**config.mk**
```make
export PLATFORM = sky130hd
export DESIGN_NAME = dcs_settings
export DESIGN_NICKNAME = d
export VERILOG_FILES = /design/src/shared/dcs_pkg.sv /design/src/core/dcs_settings.sv /design/src/core/dcs_idle_timer.sv
export VERILOG_INCLUDE_DIRS = /design/src /design/src/shared
export SDC_FILE = /design/constraint.sdc
export NUM_CORES = 1
export LEC_CHECK = 0
export ABC_CLOCK_PERIOD_IN_PS = 4300
export CAP_MARGIN = 0
export CORE_MARGIN = 5
export CORE_UTILIZATION = 45
export CTS_CLUSTER_SIZE = 8
export DETAILED_ROUTE_END_ITERATION = 10
export DONT_BUFFER_PORTS = 1
export PLACE_DENSITY = 0.58
export SYNTH_ARGS = -nofsm -noshare
export SYNTH_HDL_FRONTEND = slang
export SYNTH_SLANG_ARGS = --single-unit
```
**constraint.sdc**
```tcl
create_clock -name clk -period 4.3 [get_ports clk]
set_clock_uncertainty 0.2 [all_clocks]
set_input_delay 0.645 -clock clk [delete_from_list [all_inputs] [get_ports clk]]
set_output_delay 0.645 -clock clk [all_outputs]
set_load 0.01 [all_outputs]
```
**src/shared/dcs_defines.svh**
```systemverilog
// constants for the drive current and comm settings store
// assumes inclusion from the package and the core files
`ifndef DCS_DEFINES_SVH
`define DCS_DEFINES_SVH
// parameter identifiers on the command port
`define DCS_PAR_ACCEL 3'h0
`define DCS_PAR_RUN 3'h1
`define DCS_PAR_IDLE 3'h2
`define DCS_PAR_DELAY 3'h3
`define DCS_PAR_RATE 3'h4
`define DCS_PAR_ERR 3'h5
// currents in units of 0.01 A
`define DCS_AMP_RES 16'h0001
`define DCS_MAX_CUR_HI 16'h01f4
`define DCS_MAX_CUR_LO 16'h00c8
// delay in units of 0.01 s, 0.00 to 10.00
`define DCS_DELAY_MAX 16'h03e8
`define DCS_TICK_NS 10000000
`define DCS_CLK_NS 20
`define DCS_TICK_CYC (`DCS_TICK_NS / `DCS_CLK_NS)
// bit-rate code range and default
`define DCS_RATE_MAX 3'h7
`define DCS_RATE_RST 3'h0
// reset values of the stored settings
`define DCS_CUR_RST 16'h0000
`define DCS_DELAY_RST 16'h0000
// error word bit positions
`define DCS_ERR_PARITY 0
`define DCS_ERR_FRAME 1
`define DCS_ERR_NOISE 2
`define DCS_ERR_OVERRUN 3
`define DCS_ERR_RXFULL 4
`define DCS_ERR_TXFULL 5
`define DCS_ERR_OPCODE 6
`define DCS_ERR_TXTO 7
// fault code shown while any comm error is present
`define DCS_FAULT_COMM 8'h01
`endif

```
**src/shared/dcs_pkg.sv**
```systemverilog
// types for the drive current and comm settings store
// assumes the defines header is on the include path
`include "dcs_defines.svh"
package dcs_pkg;
    // stepper variant that picks the idle-current update on a running write
    typedef enum logic {
        dcs_var_follow_t_min,
        dcs_var_half
    } dcs_variant_t;
    // idle timer states
    typedef enum logic [1:0] {
        dcs_st_idle,
        dcs_st_count,
        dcs_st_standstill
    } dcs_tstate_t;
endpackage

```
**src/core/dcs_settings.sv**
```systemverilog
// drive current and comm settings store with its side effects
// assumes a command port from a text parser on the same clock
// Function
// - accel/decel current held in 0.01 A steps, limit 5.00 or 2.00 A
// - accel/decel current readable, writable, retained, mirrored to data register 029
// - accel/decel current write refused when below present running current
// - fieldbus bit-rate code 0 to 7, 1 Mbps down to 12.5 kbps
// - bit-rate code readable, writable, retained, default 0
// - first variant: running write below idle also loads idle current
// - other variant: every accepted running write sets idle to half of it
// - running current readable, writable, retained, mirrored to data register 030
// - after last step wait idle delay 0.00 to 10.00 s, then idle current
// - in pulse and direction modes each step pulse restarts idle timer
// - 8-bit comm error word read at once, read only, not retained
// - error bits 0-3: parity, framing, noise, receive overrun
// - error bits 4-7: rx full, tx full, bad opcode, tx timeout
// - any comm error also shown in fault code and status indicators
`include "dcs_defines.svh"
module dcs_settings
    import dcs_pkg::*;
#(
    parameter int TICK_CYC = `DCS_TICK_CYC
) (
    // clock and reset
    input wire logic clk,
    input wire logic rst,
    // strap inputs, from the same clock domain
    input wire logic variant_half,
    input wire logic motor_small,
    // retained values loaded on restore
    input wire logic restore,
    input wire logic [15:0] nv_accel,
    input wire logic [15:0] nv_run,
    input wire logic [15:0] nv_idle,
    input wire logic [15:0] nv_delay,
    input wire logic [2:0] nv_rate,
    // command port
    input wire logic cmd_wr,
    input wire logic cmd_rd,
    input wire logic [2:0] cmd_sel,
    input wire logic [15:0] cmd_wdata,
    output logic cmd_ack,
    output logic cmd_nak,
    output logic [15:0] cmd_rdata,
    // motion and comm events
    input wire logic step_pulse,
    input wire logic pd_mode,
    input wire logic move_done,
    input wire logic [7:0] comm_err_set,
    input wire logic comm_err_clr,
    // settings out
    output logic [15:0] accel_decel_current,
    output logic [15:0] running_current,
    output logic [15:0] standstill_current,
    output logic [15:0] idle_delay_time,
    output logic [2:0] fieldbus_bit_rate_code,
    output logic [15:0] applied_current,
    output logic nv_save,
    output logic [7:0] fault_code,
    output logic comm_led
);
    logic [15:0] accel_r, run_r, idle_r, delay_r;
    logic [2:0] rate_r;
    logic [7:0] comm_error_flags_r;
    logic ack_r, nak_r;
    logic [15:0] rdata_r;
    logic save_r;
    logic at_idle;
    logic [15:0] max_cur;
    logic ok;

    // decode of a write strobe for one parameter
    function automatic logic wr_hit(input logic [2:0] sel, input logic [2:0] par);
        return sel == par;
    endfunction

    //------------------------------------------------------------
    // range checks
    //------------------------------------------------------------
    assign max_cur = motor_small ? `DCS_MAX_CUR_LO : `DCS_MAX_CUR_HI;
    // the command parser only reaches the ranges it can encode; the rest is refused here
    always_comb begin
        ok = 1'b1;
        case (cmd_sel)
            `DCS_PAR_ACCEL: ok = (cmd_wdata <= max_cur) && (cmd_wdata >= run_r);
            `DCS_PAR_RUN: ok = (cmd_wdata <= max_cur);
            `DCS_PAR_IDLE: ok = (cmd_wdata <= run_r);
            `DCS_PAR_DELAY: ok = (cmd_wdata <= `DCS_DELAY_MAX);
            `DCS_PAR_RATE: ok = (cmd_wdata <= 16'(`DCS_RATE_MAX));
            `DCS_PAR_ERR: ok = 1'b0;
            default: ok = 1'b0;
        endcase
    end

    //------------------------------------------------------------
    // stored settings
    //------------------------------------------------------------
    // accel/decel current
    always_ff @(posedge clk or posedge rst) begin
        if (rst) begin
            accel_r <= `DCS_CUR_RST;
        end else if (restore) begin
            accel_r <= nv_accel;
        end else if (cmd_wr && ok && wr_hit(cmd_sel, `DCS_PAR_ACCEL)) begin
            accel_r <= cmd_wdata;
        end
    end

    // running current
    always_ff @(posedge clk or posedge rst) begin
        if (rst) begin
            run_r <= `DCS_CUR_RST;
        end else if (restore) begin
            run_r <= nv_run;
        end else if (cmd_wr && ok && wr_hit(cmd_sel, `DCS_PAR_RUN)) begin
            run_r <= cmd_wdata;
        end
    end

    // idle current, with the automatic update on a running write
    always_ff @(posedge clk or posedge rst) begin
        if (rst) begin
            idle_r <= `DCS_CUR_RST;
        end else if (restore) begin
            idle_r <= nv_idle;
        end else if (cmd_wr && ok && wr_hit(cmd_sel, `DCS_PAR_RUN)) begin
            if (variant_half) begin
                idle_r <= {1'b0, cmd_wdata[15:1]};
            end else if (cmd_wdata < idle_r) begin
                idle_r <= cmd_wdata;
            end
        end else if (cmd_wr && ok && wr_hit(cmd_sel, `DCS_PAR_IDLE)) begin
            idle_r <= cmd_wdata;
        end
    end

    // idle delay and bit-rate code
    always_ff @(posedge clk or posedge rst) begin
        if (rst) begin
            delay_r <= `DCS_DELAY_RST;
            rate_r <= `DCS_RATE_RST;
        end else if (restore) begin
            delay_r <= nv_delay;
            rate_r <= nv_rate;
        end else if (cmd_wr && ok) begin
            if (wr_hit(cmd_sel, `DCS_PAR_DELAY)) begin
                delay_r <= cmd_wdata;
            end
            if (wr_hit(cmd_sel, `DCS_PAR_RATE)) begin
                rate_r <= cmd_wdata[2:0];
            end
        end
    end

    //------------------------------------------------------------
    // comm error word
    //------------------------------------------------------------
    // set wins over clear so no error is lost; not restored on power up
    always_ff @(posedge clk or posedge rst) begin
        if (rst) begin
            comm_error_flags_r <= 8'h00;
        end else if (comm_err_clr) begin
            comm_error_flags_r <= comm_err_set;
        end else begin
            comm_error_flags_r <= comm_error_flags_r | comm_err_set;
        end
    end

    //------------------------------------------------------------
    // command answers
    //------------------------------------------------------------
    // one answer per request, one cycle after it
    always_ff @(posedge clk or posedge rst) begin
        if (rst) begin
            ack_r <= 1'b0;
            nak_r <= 1'b0;
            rdata_r <= 16'h0;
            save_r <= 1'b0;
        end else begin
            ack_r <= (cmd_wr && ok) || cmd_rd;
            nak_r <= cmd_wr && !ok;
            save_r <= cmd_wr && ok;
            if (cmd_rd) begin
                case (cmd_sel)
                    `DCS_PAR_ACCEL: rdata_r <= accel_r;
                    `DCS_PAR_RUN: rdata_r <= run_r;
                    `DCS_PAR_IDLE: rdata_r <= idle_r;
                    `DCS_PAR_DELAY: rdata_r <= delay_r;
                    `DCS_PAR_RATE: rdata_r <= {13'h0, rate_r};
                    `DCS_PAR_ERR: rdata_r <= {8'h00, comm_error_flags_r};
                    default: rdata_r <= 16'h0;
                endcase
            end
        end
    end

    //------------------------------------------------------------
    // idle timer and outputs
    //------------------------------------------------------------
    // outside pulse mode only the end of a move starts the delay
    dcs_idle_timer #(
        .TICK_CYC(TICK_CYC)
    ) u_timer (
        .clk(clk),
        .rst(rst),
        .step_evt((pd_mode && step_pulse) || move_done),
        .delay_ticks(delay_r),
        .at_idle(at_idle)
    );

    assign applied_current = at_idle ? idle_r : run_r;
    assign fault_code = (comm_error_flags_r != 8'h00) ? `DCS_FAULT_COMM : 8'h00;
    assign comm_led = (comm_error_flags_r != 8'h00);
    assign cmd_ack = ack_r;
    assign cmd_nak = nak_r;
    assign cmd_rdata = rdata_r;
    assign nv_save = save_r;
    assign accel_decel_current = accel_r;
    assign running_current = run_r;
    assign standstill_current = idle_r;
    assign idle_delay_time = delay_r;
    assign fieldbus_bit_rate_code = rate_r;
endmodule

```
**src/core/dcs_idle_timer.sv**
```systemverilog
// idle-current delay timer: counts delay in 10 ms ticks after the last step
// assumes step_evt is a one-cycle pulse already in the clk domain
`include "dcs_defines.svh"
module dcs_idle_timer
    import dcs_pkg::*;
#(
    parameter int TICK_CYC = `DCS_TICK_CYC
) (
    // clock and reset
    input wire logic clk,
    input wire logic rst,
    // step events and programmed delay
    input wire logic step_evt,
    input wire logic [15:0] delay_ticks,
    // select idle current
    output logic at_idle
);
    dcs_tstate_t state_r;
    logic [18:0] pre_r;
    logic [15:0] tick_cnt_r;
    logic tick;

    //------------------------------------------------------------
    // prescaler
    //------------------------------------------------------------
    // prescaler restarts on a step so each delay is whole from the pulse
    assign tick = (pre_r == 19'(TICK_CYC - 1));
    always_ff @(posedge clk or posedge rst) begin
        if (rst) begin
            pre_r <= 19'h0;
        end else if (step_evt || tick) begin
            pre_r <= 19'h0;
        end else begin
            pre_r <= pre_r + 19'h1;
        end
    end

    //------------------------------------------------------------
    // state machine
    //------------------------------------------------------------
    // a zero delay drops to idle on the cycle after the step ends
    always_ff @(posedge clk or posedge rst) begin
        if (rst) begin
            state_r <= dcs_st_standstill;
            tick_cnt_r <= 16'h0;
        end else if (step_evt) begin
            state_r <= dcs_st_count;
            tick_cnt_r <= 16'h0;
        end else begin
            case (state_r)
                dcs_st_count: begin
                    if (tick_cnt_r >= delay_ticks) begin
                        state_r <= dcs_st_standstill;
                    end else if (tick) begin
                        tick_cnt_r <= tick_cnt_r + 16'h1;
                    end
                end
                dcs_st_standstill: state_r <= dcs_st_standstill;
                default: state_r <= dcs_st_standstill;
            endcase
        end
    end

    assign at_idle = (state_r == dcs_st_standstill);
endmodule

```
==> reports/qor.yml <==
die:
  fp.dieH_um: 145
  fp.dieArea_mm2: 0.0210
  num_io_pins: 216
  die_w_um: 145
  coreArea_mm2: 0.0180
  initial_core_util_pct: 45.6
  rows: 49
route:
  vias_per_cell: 5.92
  routed_wl_mm: 26.1
  via_count: 6635
  drt_pass1_iterations: 5
  routedWlPerCell_um: 23.3
  drtAntennaViolNets: 0
  drt_iter0_markers: 558
  drc_errors: 0
logic_synthesis:
  synth_seq_cells: 131
  syn_area_mm2: 0.00819
  seq_area_frac_synth_pct: 40.1
  synthCells: 900
  ys_warn_count: 0
  synth_edf_count: 0
  synth_flop_cell: "dfrtp_1"
  async_reset_ff_share_pct: 100
  synth.avg_cell_area_um2: 9.10
  ys_types: 64
power:
  leakage_nw: 3.94
  power.density_mw_per_mm2: 372
  peakVddDrop_v: 0.000295
worst_setup_path:
  worstSetupEndpointType: "flip-flop"
  reg2reg_slack_ns: 0.52
  critical_path_class: "reg2reg"
  crit_path_start: "running_current[7]"
  rr_worst_depth: 10
  r2r-end: "accel_decel_current[5]"
  critPathRequiredTime_ns: 4.41
  critical_path.startpoint_type: "flip-flop"
  reg2reg_from: "running_current[7]"
  cp.arrival_ns: 3.88
  cp_max_fo: 16
sta:
  layout_min_cycle_time_ns: 3.78
  setup_viol: 0
  min_period_over_period_pct: 87.8
  worst_pin_slew_ns: 0.963
  fmax_ghz: 0.265
  rsz0062_at_grt: "no"
  slew_viol_final: 0
  hold_violations: 0
  maxSlewHeadroom_pct: 35.5
  fin_tns_setup_ns: 0
placed_design:
  io_buffers: 0
  place_area_mm2: 0.00831
  place_hpwl_mm: 19.5
  gp_congestion: 0.855
cts:
  htreeDepth: 4
  clock-sinks: 131
  cts_resized: 0
  postCtsSetupBuffers: 0
  clockRootBuffer: "clkbuf_16"
  cts_hold_buf: 0
  ctsLongestPathBuffers: 2
  clk_latency_ns: 0.42
  tritoncts: "built"
  clk_pin_slew_ns: 0.07
  cts-buffers-inserted: 17
global_route:
  grt_max_degree: 126
  grt_pass1_wl_mm: 39.3
  grt_overflow: 0
  antenna_found_initial: 0
  track_usage_pct: 24.9
  grt_pass1_vias: 6458
cells_and_area:
  final_cell_area_mm2: 0.00888
  drive_above_1_share_pct: 9.09
  fillers: 1716
  antenna_cells: 0
  num-nets-final: 1037
  syn2layout_area_growth_pct: 8.50
run_status:
  outcome: "finished, final reports clean"
run:
  cap_violations: 0
min_path:
  hold_path.class: "in2async"
==> layout make-up <==
cell class / count / area (µm²) / area share (%)
multi-input combinational: 631 / 4330 / 48.8
inverter: 88 / 334 / 3.76
clock buffer: 18 / 439 / 4.94
tap: 229 / 287 / 3.23
timing repair buffer: 9 / 80.1 / 0.902
sequential: 131 / 3280 / 36.9
clock inverter: 14 / 133 / 1.49
==> kinds of logic (layout without fill, tap and decap cells) <==
kind of cell	Yosys count	after routing	synth area share [%]
adder cells (fa/ha/maj)	54	54	8.25
AND/OR/NAND/NOR	261	261	14.9
flip-flops	131	131	40.1
buffers and inverters	144	129	7.35
other	1	7	0.0458
XOR/XNOR	26	26	2.78
AO/OA/AOI/OAI	222	222	17.5
multiplexers	61	61	9.20
==> Yosys cell counts (4+ instances only) <==
cell / count / area share [%]
a2111oi_0: 5 / 0.53
a21o_1: 18 / 1.7
a21oi_1: 44 / 2.7
a221oi_1: 4 / 0.43
a22oi_1: 5 / 0.46
a31oi_1: 6 / 0.46
a41o_1: 6 / 0.73
a41oi_1: 4 / 0.43
and3_1: 8 / 0.61
buf_2: 4 / 0.24
buf_4: 10 / 0.92
clkbuf_1: 38 / 1.7
dfrtp_1: 130 / 40
ha_1: 54 / 8.3
inv_1: 88 / 4.0
mux2_2: 18 / 2.5
mux2_4: 4 / 0.73
mux2i_1: 31 / 3.8
mux4_2: 8 / 2.2
nand2_1: 102 / 4.7
nand2b_1: 4 / 0.31
nand3_1: 24 / 1.5
nand4_1: 14 / 1.1
nor2_1: 64 / 2.9
nor2b_1: 14 / 1.1
nor3_1: 5 / 0.31
nor4_1: 7 / 0.53
o21ai_0: 66 / 4.0
o22ai_1: 11 / 0.84
o31ai_1: 26 / 2.4
or3_1: 5 / 0.38
xnor2_1: 15 / 1.6
xor2_1: 11 / 1.2
==> worst max-delay path, cell delays in order (launching register included) <==
cell	delay [ns]
dfrtp_1	0.45
inv_1	0.12
ha_1	0.32
a21oi_1	0.14
o21ai_0	0.17
a221o_1	0.38
a211o_1	0.31
mux2_4	0.22
o211a_1	0.69
mux2_2	0.41
mux2_2	0.26
==> cells in the final DEF, fill, tap and decap left out, types with 6 or more instances in the layout <==
| master | synthesis | routed |
|---|---|---|
| inv_6 | 0 | 6 |
| mux4_2 | 8 | 8 |
| nor4_1 | 7 | 7 |
| nand3_1 | 24 | 24 |
| mux2_2 | 18 | 18 |
| ha_1 | 54 | 54 |
| conb_1 | 1 | 7 |
| o31ai_1 | 26 | 26 |
| a31oi_1 | 6 | 6 |
| a21o_1 | 18 | 18 |
| mux2i_1 | 31 | 31 |
| xor2_1 | 11 | 11 |
| inv_1 | 88 | 87 |
| clkbuf_16 | 0 | 17 |
| a21oi_1 | 44 | 44 |
| o21ai_0 | 66 | 66 |
| dfrtp_1 | 130 | 130 |
| nand2_1 | 102 | 102 |
| buf_4 | 10 | 8 |
| a41o_1 | 6 | 6 |
| o22ai_1 | 11 | 11 |
| and3_1 | 8 | 8 |
| xnor2_1 | 15 | 15 |
| nand4_1 | 14 | 14 |
| nor2_1 | 64 | 64 |
| nor2b_1 | 14 | 13 |
==> registers in the layout, indices dropped and copies added (netlist names), 2 cells and up <==
| register | flops |
|---|---|
| u_timer.tick_cnt_r | 16 |
| running_current | 16 |
| u_timer.pre_r | 19 |
| cmd_rdata | 16 |
| idle_delay_time | 16 |
| u_timer.state_r | 2 |
| comm_error_flags_r | 8 |
| fieldbus_bit_rate_code | 3 |
| standstill_current | 16 |
| accel_decel_current | 16 |
==> report_power, final <==
part           total (W)  switching [W]  internal [W]
combinational   0.000403       0.000227      0.000177
clock            0.00143       0.000645      0.000784
sequential       0.00147       0.000158       0.00132
==> worst max path at each step <==
stage                                   to  slack [ns]
finish              accel_decel_current[5]        0.52
floorplan           accel_decel_current[2]        0.81
CTS                 accel_decel_current[8]        0.54
global placement    accel_decel_current[5]        0.48
detailed placement  accel_decel_current[0]        0.40
global route        accel_decel_current[8]        0.39
==> stage by stage <==
stage                     worst slack, ns  utilization [%]  instances  power (W)  hold slack, ns
final                               0.524             49.4       1120    0.00331         0.00634
after global routing                0.392             49.4       1120    0.00346          0.0802
after CTS                           0.543             49.4       1120    0.00334          0.0505
after detailed placement            0.397             46.3       1088    0.00190           0.282
after global placement              0.475             46.3       1088    0.00190           0.274
after floorplan                     0.812                -        906    0.00179           0.255
==> layer usage <==
metal	vias up	routed length (µm)	global-route usage, %
li1	3140	-	-
met2	282	11600	38.8
met3	45	2700	8.28
met4	0	633	8.44
met1	3168	11200	32.8
met5	-	0	0
No activity file was read; power rests on OpenSTA's default activity.
